--- config.mk ---
export PLATFORM = sky130hd
export DESIGN_NAME = tchp_device_flat
export DESIGN_NICKNAME = d
export VERILOG_FILES = /design/src/tchp_pkg.sv /design/src/tchp_if.sv /design/src/tchp_device.sv /design/src/flat_wrapper.sv
export SDC_FILE = /design/constraint.sdc
export NUM_CORES = 1
export LEC_CHECK = 0
export BUFFER_PORTS_ARGS = -buffer_cell sky130_fd_sc_hd__buf_2
export CELL_PAD_IN_SITES_DETAIL_PLACEMENT = 0
export CELL_PAD_IN_SITES_GLOBAL_PLACEMENT = 2
export CORE_MARGIN = 2
export CORE_UTILIZATION = 35
export CTS_CLUSTER_DIAMETER = 80
export DETAILED_ROUTE_END_ITERATION = 16
export PLACE_DENSITY = 0.83
export RECOVER_POWER = 50
export SETUP_SLACK_MARGIN = 0.15
export SYNTH_ARGS = -nofsm -noshare
export SYNTH_HDL_FRONTEND = slang
export SYNTH_SLANG_ARGS = --single-unit
export TNS_END_PERCENT = 50
--- constraint.sdc ---
create_clock -name pclk -period 2.34 [get_ports pclk]
set_clock_uncertainty 0.2 [all_clocks]
set_input_delay 0.117 -clock pclk [delete_from_list [all_inputs] [get_ports pclk]]
set_output_delay 0.117 -clock pclk [all_outputs]
set_load 0.01 [all_outputs]
--- src/tchp_pkg.sv ---
// Package for the timer-core host port: map, widths and states
package tchp_pkg;
   localparam int unsigned ADDR_W = 7;
   localparam int unsigned DATA_W = 8;
   localparam int unsigned TIMER_SPACE = 128;
   localparam int unsigned DSP_SPACE = 4;
   // Byte offsets of the timer-core registers (high byte at the even address, except the little-endian window registers)
   localparam logic [6:0] OFS_MODE0 = 7'h00;
   localparam logic [6:0] OFS_MODE1 = 7'h02;
   localparam logic [6:0] OFS_RXWIN0 = 7'h04;
   localparam logic [6:0] OFS_RXWIN1 = 7'h05;
   localparam logic [6:0] OFS_RXWIN2 = 7'h06;
   localparam logic [6:0] OFS_TXWIN0 = 7'h07;
   localparam logic [6:0] OFS_TXWIN1 = 7'h08;
   localparam logic [6:0] OFS_RXSTART = 7'h09;
   localparam logic [6:0] OFS_TXSTART = 7'h0a;
   localparam logic [6:0] OFS_MONSTART = 7'h0c;
   localparam logic [6:0] OFS_TX_KEY_LINE_0 = 7'h0e;
   localparam logic [6:0] OFS_TX_KEY_LINE_1 = 7'h10;
   localparam logic [6:0] OFS_PWRON1 = 7'h12;
   // Reset values
   localparam logic [13:0] MODE_RESET = 14'h0000;
   localparam logic [7:0] BYTE_RESET = 8'h00;
   // Cycles the device waits before acknowledging a DSP-core access
   localparam logic [1:0] DSP_ACK_DELAY = 2'h1;
   // Host controller APB register offsets
   localparam logic [7:0] APB_CTRL = 8'h00;
   localparam logic [7:0] APB_STATUS = 8'h04;
   localparam logic [7:0] APB_RDATA = 8'h08;
   // Host controller CTRL fields
   localparam int unsigned CTRL_GO = 0;
   localparam int unsigned CTRL_RNW = 1;
   localparam int unsigned CTRL_DSP = 2;
   localparam int unsigned CTRL_ADDR_LSB = 8;
   localparam int unsigned CTRL_DATA_LSB = 16;
   localparam logic [7:0] TIMER_READ_WAIT = 8'h03;
   typedef enum logic [3:0] {
      HC_IDLE = 4'b0001,
      HC_SETUP = 4'b0010,
      HC_WAIT = 4'b0100,
      HC_DONE = 4'b1000
   } tchp_hstate_type;
endpackage : tchp_pkg

--- src/tchp_if.sv ---
// Interface carrying the parallel host port between host and device
`timescale 1ns/1ps
`default_nettype none
interface tchp_if;
   logic [6:0] host_addr_bus;
   logic [7:0] host_data_out;      // Host drive of the data bus
   logic host_data_oe_n;           // Low while host drives
   logic [7:0] dev_data_out;       // Device drive of the data bus
   logic dev_data_oe_n;            // Low while device drives
   logic host_read_not_write;
   logic timer_core_select_n;
   logic dsp_core_select_n;
   logic transfer_ack_out_n;       // Device drive of the acknowledge
   logic transfer_ack_oe_n;        // Low while the device drives the acknowledge
   modport device (
      input host_addr_bus, host_data_out, host_data_oe_n, host_read_not_write,
      input timer_core_select_n, dsp_core_select_n,
      output dev_data_out, dev_data_oe_n, transfer_ack_out_n, transfer_ack_oe_n
   );
   modport host (
      output host_addr_bus, host_data_out, host_data_oe_n, host_read_not_write,
      output timer_core_select_n, dsp_core_select_n,
      input dev_data_out, dev_data_oe_n, transfer_ack_out_n, transfer_ack_oe_n
   );
endinterface : tchp_if
`default_nettype wire

--- src/tchp_device.sv ---
// Device end: timer-core register space and DSP-core port
// Operation
// - 128-byte timer space decoded only under select
// - 4-byte DSP space under its select
// - DSP decode uses only two address lines
// - No acknowledge for timer-core accesses
// - Acknowledge goes to host, host waits
// - Wide registers big-endian on even addresses, except the window registers, little-endian from 04 and 07
// - Three-byte receive window on 04-06, not padded to longword
// - Reserved, write-only bits read zero, ignore writes
// - Read/write line low writes, high reads
// - 8-bit data bus, 7-bit host address
// - Active-low selects, one at a time
// - Two 14-bit read/write mode registers
// - 7-bit receive burst start
// - 11-bit transmit burst start
// - 13-bit monitor burst start
// - 6-bit power-on lead in frames
`timescale 1ns/1ps
`default_nettype none
module tchp_device (
   input wire logic pclk,
   input wire logic presetn,
   tchp_if.device port,
   output logic [13:0] mode_control_0,
   output logic [13:0] mode_control_1,
   output logic [23:0] rx_window_len,
   output logic [15:0] tx_window_len,
   output logic [6:0] rx_burst_start,
   output logic [10:0] tx_burst_start,
   output logic [12:0] monitor_burst_start,
   output logic [9:0] tx_key_len_0,
   output logic [9:0] tx_key_len_1,
   output logic [5:0] power_on_1_lead,
   output logic [31:0] dsp_regs,
   output logic dsp_write_strobe
);
   import tchp_pkg::*;

   typedef struct packed {
      logic [13:0] mode0;
      logic [13:0] mode1;
      logic [2:0][7:0] rxwin;
      logic [1:0][7:0] txwin;
      logic [6:0] rxstart;
      logic [10:0] txstart;
      logic [12:0] monstart;
      logic [9:0] key0;
      logic [9:0] key1;
      logic [5:0] pwron1;
      logic [3:0][7:0] dsp;
      logic [7:0] dout;
      logic dout_oe_n;
      logic ack_n;
      logic ack_oe_n;
      logic [1:0] ack_cnt;
      logic acc_done;      // Current select cycle already handled
      logic dsp_wstb;
   } tchp_dev_state_type;

   tchp_dev_state_type state_reg, state_next;
   logic tsel;
   logic dsel;
   logic [7:0] wd;
   logic [6:0] a;
   logic [1:0] da;
   logic timer_wr;
   logic timer_rd;
   logic dsp_wr;
   logic dsp_rd;

   assign tsel = !port.timer_core_select_n;
   assign dsel = !port.dsp_core_select_n && port.timer_core_select_n;
   assign wd = port.host_data_out;
   assign a = port.host_addr_bus;
   assign da = port.host_addr_bus[1:0];

   // Access kinds; a write also needs the host to drive the data bus
   assign timer_wr = tsel && !port.host_read_not_write && !port.host_data_oe_n;
   assign timer_rd = tsel && port.host_read_not_write;
   assign dsp_wr = dsel && !port.host_read_not_write && !port.host_data_oe_n;
   assign dsp_rd = dsel && port.host_read_not_write;

   // Read multiplexer for the timer space
   function automatic logic [7:0] timer_read(input tchp_dev_state_type s, input logic [6:0] ad);
      logic [7:0] r;
      r = 8'h00;
      unique case (ad)
         OFS_MODE0: r = {2'b00, s.mode0[13:8]};
         OFS_MODE0 + 7'h01: r = s.mode0[7:0];
         OFS_MODE1: r = {2'b00, s.mode1[13:8]};
         OFS_MODE1 + 7'h01: r = s.mode1[7:0];
         OFS_RXWIN0, OFS_RXWIN1, OFS_RXWIN2: r = 8'h00; // Write-only
         OFS_TXWIN0, OFS_TXWIN1, OFS_RXSTART: r = 8'h00; // Write-only
         default: r = 8'h00;
      endcase
      return r;
   endfunction : timer_read

   // Next-state logic for both register spaces
   always_comb begin
      state_next = state_reg;
      state_next.dsp_wstb = 1'b0;
      if (!tsel && !dsel) begin
         state_next.acc_done = 1'b0;
         state_next.dout_oe_n = 1'b1;
         state_next.ack_n = 1'b1;
         state_next.ack_oe_n = 1'b1;
         state_next.ack_cnt = 2'h0;
      end else if (tsel) begin
         state_next.ack_oe_n = 1'b1;
         state_next.ack_n = 1'b1;
         // Device drives data only for a read
         state_next.dout_oe_n = !timer_rd;
         if (timer_rd) begin
            state_next.dout = timer_read(state_reg, a);
         end
         if (timer_wr) begin
            // Each byte lands on its own write; no staging
            unique case (a)
               OFS_MODE0: state_next.mode0[13:8] = wd[5:0];
               OFS_MODE0 + 7'h01: state_next.mode0[7:0] = wd;
               OFS_MODE1: state_next.mode1[13:8] = wd[5:0];
               OFS_MODE1 + 7'h01: state_next.mode1[7:0] = wd;
               OFS_RXWIN0: state_next.rxwin[0] = wd;
               OFS_RXWIN1: state_next.rxwin[1] = wd;
               OFS_RXWIN2: state_next.rxwin[2] = wd;
               OFS_TXWIN0: state_next.txwin[0] = wd;
               OFS_TXWIN1: state_next.txwin[1] = wd;
               OFS_RXSTART: state_next.rxstart = wd[6:0];
               OFS_TXSTART: state_next.txstart[10:8] = wd[2:0];
               OFS_TXSTART + 7'h01: state_next.txstart[7:0] = wd;
               OFS_MONSTART: state_next.monstart[12:8] = wd[4:0];
               OFS_MONSTART + 7'h01: state_next.monstart[7:0] = wd;
               OFS_TX_KEY_LINE_0: state_next.key0[9:8] = wd[1:0];
               OFS_TX_KEY_LINE_0 + 7'h01: state_next.key0[7:0] = wd;
               OFS_TX_KEY_LINE_1: state_next.key1[9:8] = wd[1:0];
               OFS_TX_KEY_LINE_1 + 7'h01: state_next.key1[7:0] = wd;
               OFS_PWRON1: state_next.pwron1 = wd[5:0];
               default: state_next.mode0 = state_reg.mode0;
            endcase
         end
      end else begin
         // DSP-core access: acknowledge after a short delay
         state_next.ack_oe_n = 1'b0;
         state_next.dout_oe_n = !dsp_rd;
         if (dsp_rd) begin
            state_next.dout = state_reg.dsp[da];
         end
         if (!state_reg.acc_done) begin
            if (state_reg.ack_cnt == DSP_ACK_DELAY) begin
               state_next.acc_done = 1'b1;
               state_next.ack_n = 1'b0;
               if (dsp_wr) begin
                  state_next.dsp[da] = wd;
                  state_next.dsp_wstb = 1'b1;
               end
            end else begin
               state_next.ack_cnt = state_reg.ack_cnt + 2'h1;
            end
         end
      end
   end

   // State register
   always_ff @(posedge pclk or negedge presetn) begin
      if (!presetn) begin
         state_reg <= '0;
         state_reg.mode0 <= MODE_RESET;
         state_reg.mode1 <= MODE_RESET;
         // Write-only bytes and the DSP bytes come up cleared
         state_reg.rxwin <= {3{BYTE_RESET}};
         state_reg.txwin <= {2{BYTE_RESET}};
         state_reg.rxstart <= BYTE_RESET[6:0];
         state_reg.txstart <= {BYTE_RESET[2:0], BYTE_RESET};
         state_reg.monstart <= {BYTE_RESET[4:0], BYTE_RESET};
         state_reg.key0 <= {BYTE_RESET[1:0], BYTE_RESET};
         state_reg.key1 <= {BYTE_RESET[1:0], BYTE_RESET};
         state_reg.pwron1 <= BYTE_RESET[5:0];
         state_reg.dsp <= {4{BYTE_RESET}};
         state_reg.dout_oe_n <= 1'b1;
         state_reg.ack_n <= 1'b1;
         state_reg.ack_oe_n <= 1'b1;
      end else begin
         state_reg <= state_next;
      end
   end

   // Outputs straight from the state register
   assign port.dev_data_out = state_reg.dout;
   assign port.dev_data_oe_n = state_reg.dout_oe_n;
   assign port.transfer_ack_out_n = state_reg.ack_n;
   assign port.transfer_ack_oe_n = state_reg.ack_oe_n;
   assign mode_control_0 = state_reg.mode0;
   assign mode_control_1 = state_reg.mode1;
   assign rx_window_len = state_reg.rxwin;
   assign tx_window_len = state_reg.txwin;
   assign rx_burst_start = state_reg.rxstart;
   assign tx_burst_start = state_reg.txstart;
   assign monitor_burst_start = state_reg.monstart;
   assign tx_key_len_0 = state_reg.key0;
   assign tx_key_len_1 = state_reg.key1;
   assign power_on_1_lead = state_reg.pwron1;
   assign dsp_regs = state_reg.dsp;
   assign dsp_write_strobe = state_reg.dsp_wstb;
endmodule : tchp_device
`default_nettype wire

--- src/flat_wrapper.sv ---
// flat-port wrapper written by rule: the top's interface ports become plain ports
module tchp_device_flat import tchp_pkg::*;
  (pclk, presetn, mode_control_0, mode_control_1, rx_window_len, tx_window_len, rx_burst_start, tx_burst_start, monitor_burst_start, tx_key_len_0, tx_key_len_1, power_on_1_lead, dsp_regs, dsp_write_strobe, port_host_addr_bus, port_host_data_out, port_host_data_oe_n, port_host_read_not_write, port_timer_core_select_n, port_dsp_core_select_n, port_dev_data_out, port_dev_data_oe_n, port_transfer_ack_out_n, port_transfer_ack_oe_n);
  tchp_if port_i ();
  input wire logic pclk;
  input wire logic presetn;
  output logic [13:0] mode_control_0;
  output logic [13:0] mode_control_1;
  output logic [23:0] rx_window_len;
  output logic [15:0] tx_window_len;
  output logic [6:0] rx_burst_start;
  output logic [10:0] tx_burst_start;
  output logic [12:0] monitor_burst_start;
  output logic [9:0] tx_key_len_0;
  output logic [9:0] tx_key_len_1;
  output logic [5:0] power_on_1_lead;
  output logic [31:0] dsp_regs;
  output logic dsp_write_strobe;
  input wire logic [$bits(port_i.host_addr_bus)-1:0] port_host_addr_bus;
  input wire logic [$bits(port_i.host_data_out)-1:0] port_host_data_out;
  input wire logic [$bits(port_i.host_data_oe_n)-1:0] port_host_data_oe_n;
  input wire logic [$bits(port_i.host_read_not_write)-1:0] port_host_read_not_write;
  input wire logic [$bits(port_i.timer_core_select_n)-1:0] port_timer_core_select_n;
  input wire logic [$bits(port_i.dsp_core_select_n)-1:0] port_dsp_core_select_n;
  output wire logic [$bits(port_i.dev_data_out)-1:0] port_dev_data_out;
  output wire logic [$bits(port_i.dev_data_oe_n)-1:0] port_dev_data_oe_n;
  output wire logic [$bits(port_i.transfer_ack_out_n)-1:0] port_transfer_ack_out_n;
  output wire logic [$bits(port_i.transfer_ack_oe_n)-1:0] port_transfer_ack_oe_n;
  assign port_i.host_addr_bus = port_host_addr_bus;
  assign port_i.host_data_out = port_host_data_out;
  assign port_i.host_data_oe_n = port_host_data_oe_n;
  assign port_i.host_read_not_write = port_host_read_not_write;
  assign port_i.timer_core_select_n = port_timer_core_select_n;
  assign port_i.dsp_core_select_n = port_dsp_core_select_n;
  assign port_dev_data_out = port_i.dev_data_out;
  assign port_dev_data_oe_n = port_i.dev_data_oe_n;
  assign port_transfer_ack_out_n = port_i.transfer_ack_out_n;
  assign port_transfer_ack_oe_n = port_i.transfer_ack_oe_n;
  tchp_device u_core (.pclk(pclk), .presetn(presetn), .port(port_i), .mode_control_0(mode_control_0), .mode_control_1(mode_control_1), .rx_window_len(rx_window_len), .tx_window_len(tx_window_len), .rx_burst_start(rx_burst_start), .tx_burst_start(tx_burst_start), .monitor_burst_start(monitor_burst_start), .tx_key_len_0(tx_key_len_0), .tx_key_len_1(tx_key_len_1), .power_on_1_lead(power_on_1_lead), .dsp_regs(dsp_regs), .dsp_write_strobe(dsp_write_strobe));
endmodule
==> out/qor.txt <==
PortBufs: 189
NumNets Final: 708
worst path bufs/invs: 3
placed cell area: 8630 um^2
final RePlAce weighted congestion: 0.718
P per Cell Area: 783 nW/um^2
drt drc: 0
CP required: 2.44 ns
Core Rows: 56
startpoint types: primary input
WHS Endpoint: u_core.dsp_write_strobe$_DFF_PN0_
final setup TNS: 0 ns
DR WL/cell: 19.8 um
Distinct cells, synth: 36
Final Hold Viols: 0
H-tree Lvls: 4
# diodes: 0
Clk network pwr share: 0.411
flip-flop count of the largest register after layout: 32
slew of the pin with the lowest slew margin: 1.37 ns
TritonCTS clock tree: built
Comb pwr share: 0.126
upper clock frequency limit: 472 MHz
Reg-to-Reg End: u_core.dsp_regs[12]$_DFFE_PN0P_
Post-Syn Instances: 632
RR Startpoint: u_core.state_reg[3]$_DFFE_PN0P_
RSZ-0062 raised after global routing: yes
clock sink count: 172
Net Sw Power: 1820 uW
Clk Latency, worst-skew pair: 0.42 ns
Ys Warns: 0
grt met2 use: 0.266
Multi-input gate area: 2690 um^2
Worst setup EP type: register
sw frac: 0.253
synthesized area per cell: 13.2 um^2
CP Class: primary input to register
core area: 23,500 um^2
internal power: 5390 uW
mapped cell area: 8360 um^2
hold path cells: 4
CP max-delay cell: dlygate4sd3_1
worst stage delay on the critical path: 0.54 ns
GR Util met1: 0.215
initial antenna violation count: 0
Seq/Total Area, Yosys: 0.515
Remaining Overflow, GRT: 0
Reg area: 4310 um^2
leakage dissipation: 0.00470 uW
HPWL after DPL: 13.8 mm
Clk pin slew, worst setup/hold paths: 0.07 ns
Setup WS pre-CTS: 0.163 ns
Hold Crit Start: port_host_data_oe_n
layout cells sized above 1: 0.515
Die Span X: 159 um
post-layout min period: 2.12 ns
Peak VDD IR: 0.000427 V
CP delay by family, top: buffers and inverters
Die Y: 159 um
final setup margin: 0.223 ns
Final Max Tran Viols: 0
setup slack, reg-to-reg: 0.34 ns
min-delay worst type: primary input to register
IO Count: 190
vias in the first global route: 4,863
fin area: 9210 um^2
Max clock buf depth: 2
Initial DRT Pass Iterations: 4
CP max FO: 8
Avg Vias per Cell: 4.73
max cap viols: 0
first-pass GRT wire length: 29.9 mm
R2R depth: 7
Vias: 4,805
Post-Syn Nets: 654
largest net degree at the start of global routing: 57
status: finished clean
Hold WS: 0.0525 ns
GRT busiest layer: met2
M3 GR Usage: 0.0419
crit path cell chain: dlygate4sd3_1, buf_2, or3_1, nor4b_4, buf_4, mux2_2
Fillers: 2,319
area grow syn2layout: 10.2%
die area: 25,100 um^2
Worst Path Arrival: 2.22 ns
DRT iter0 DRCs: 190
slew margin rel.: 0.0842
Total Routed Length: 20.2 mm
synthesized flop and latch total: 172
Starting Density: 0.356
CTS root buf: clkbuf_16
Tot GR Track Use: 0.163
Detail Route Antenna Nets: 0
endpoints failing setup: 0
Sequential Power Share: 0.464
cts bufs inserted: 17
period utilization: 0.904
cell usage in the layout, fill, tap and decap left out, types with 2 or more instances in the layout:
cell type / synthesis / layout
a21oi_1: 5 / 5
buf_2: 5 / 104
buf_4: 165 / 31
bufinv_16: 0 / 3
clkbuf_1: 20 / 84
clkbuf_16: 0 / 17
clkbuf_8: 0 / 4
clkinv_4: 0 / 4
dfrtp_1: 169 / 169
dfstp_2: 3 / 3
dlygate4sd3_1: 0 / 7
inv_1: 5 / 5
mux2_1: 2 / 2
mux2_2: 173 / 173
mux4_2: 6 / 6
nand3_1: 3 / 3
nand4_1: 14 / 14
nor2_1: 2 / 2
nor2b_1: 4 / 4
nor3_1: 9 / 8
nor3_2: 1 / 2
nor4b_1: 4 / 3
nor4b_4: 4 / 4
o22ai_1: 18 / 18
per-stage QoR:
step	power [uW]	utilization	instances
6_report	7220	0.392	1016
5_1_grt	7580	0.392	1016
4_1_cts	7340	0.397	1015
3_5_place_dp	4320	0.368	978
3_3_place_gp	4300	0.368	978
2_1_floorplan	4110	-	632
area by class of cell:
cell class / count / share of cell area
clock buffers: 21 / 0.0522
clock inverters: 9 / 0.0149
inverters: 5 / 0.00204
multi-input cells: 261 / 0.292
flip-flops and latches: 172 / 0.468
well taps: 319 / 0.0433
repair buffers: 229 / 0.128
repair_timing:
item,CTS,global route
hold endpoints to repair,179,0
resized for setup,1,1
hold buffers,7,0
buffers inserted,0,1
pin swaps,0,1
endpoints found under the setup margin,2,46
worst max path at each step:
stage                                    start                                    to  slack [ns]  cells after the start
2_1_floorplan  u_core.state_reg[3]$_DFFE_PN0P_       u_core.dsp_regs[24]$_DFFE_PN0P_        0.18                      6
3_3_place_gp   u_core.state_reg[3]$_DFFE_PN0P_       u_core.dsp_regs[29]$_DFFE_PN0P_        0.20                      5
3_5_place_dp   u_core.state_reg[3]$_DFFE_PN0P_       u_core.dsp_regs[30]$_DFFE_PN0P_        0.16                      5
4_1_cts               port_timer_core_select_n  u_core.tx_window_len[14]$_DFFE_PN0P_        0.16                      7
5_1_grt                                presetn   u_core.tx_window_len[6]$_DFFE_PN0P_        0.12                      3
6_report              port_host_read_not_write  u_core.rx_window_len[18]$_DFFE_PN0P_        0.22                      6
cells by family after synthesis:
logic type      count (synthesis)  synth area share
compound gates                 26            0.0187
fa+ha+maj                       1           0.00150
buf+inv                       199             0.164
flops                         172             0.515
mux                           181             0.252
simple gates                   53            0.0486
worst register-to-register path, stage by stage (launching register included):
cell	delay, ns
dfrtp_1	0.38
inv_1	0.08
ha_1	0.23
nor4b_2	0.25
buf_4	0.18
nand3_1	0.08
buf_4	0.20
mux2_2	0.28
metal layers:
layer / up-vias / part of all wire
met3: 14 / 0.050
met1: 2506 / 0.45
li1: 2161 / -
met2: 124 / 0.49
met4: 0 / 0.012
met5: - / 0
power groups by stage:
stage	clock network [uW]	registers [uW]	logic (uW)
4_1_cts	3060	3340	947
2_1_floorplan	0	3350	763
3_3_place_gp	0	3390	912
6_report	2960	3340	909
3_5_place_dp	0	3390	925
5_1_grt	3200	3370	1010
synthesized netlist by cell type:
cell type / n / area share
a21boi_1: 1 / 0.00090
a21oi_1: 5 / 0.0030
a31oi_1: 1 / 0.00075
and2_0: 1 / 0.00075
and2_1: 1 / 0.00075
and3_1: 1 / 0.00075
and4_1: 1 / 0.0010
buf_1: 4 / 0.0018
buf_2: 5 / 0.0030
buf_4: 165 / 0.15
clkbuf_1: 20 / 0.0090
dfrtp_1: 169 / 0.51
dfstp_2: 3 / 0.0094
ha_1: 1 / 0.0015
inv_1: 5 / 0.0022
mux2_1: 2 / 0.0027
mux2_2: 173 / 0.23
mux4_2: 6 / 0.016
nand2_1: 1 / 0.00045
nand2b_1: 1 / 0.00075
nand3_1: 3 / 0.0018
nand4_1: 14 / 0.010
nand4b_1: 1 / 0.0010
nand4bb_1: 1 / 0.0013
nor2_1: 2 / 0.00090
nor2b_1: 4 / 0.0030
nor3_1: 9 / 0.0054
nor3_2: 1 / 0.0012
nor4_1: 1 / 0.00075
nor4b_1: 4 / 0.0042
nor4b_4: 4 / 0.011
o21ai_0: 1 / 0.00060
o22ai_1: 18 / 0.013
or2_2: 1 / 0.00075
or3_1: 1 / 0.00075
or4b_1: 1 / 0.0012
Note: power is estimated with default switching activity, not from simulation.
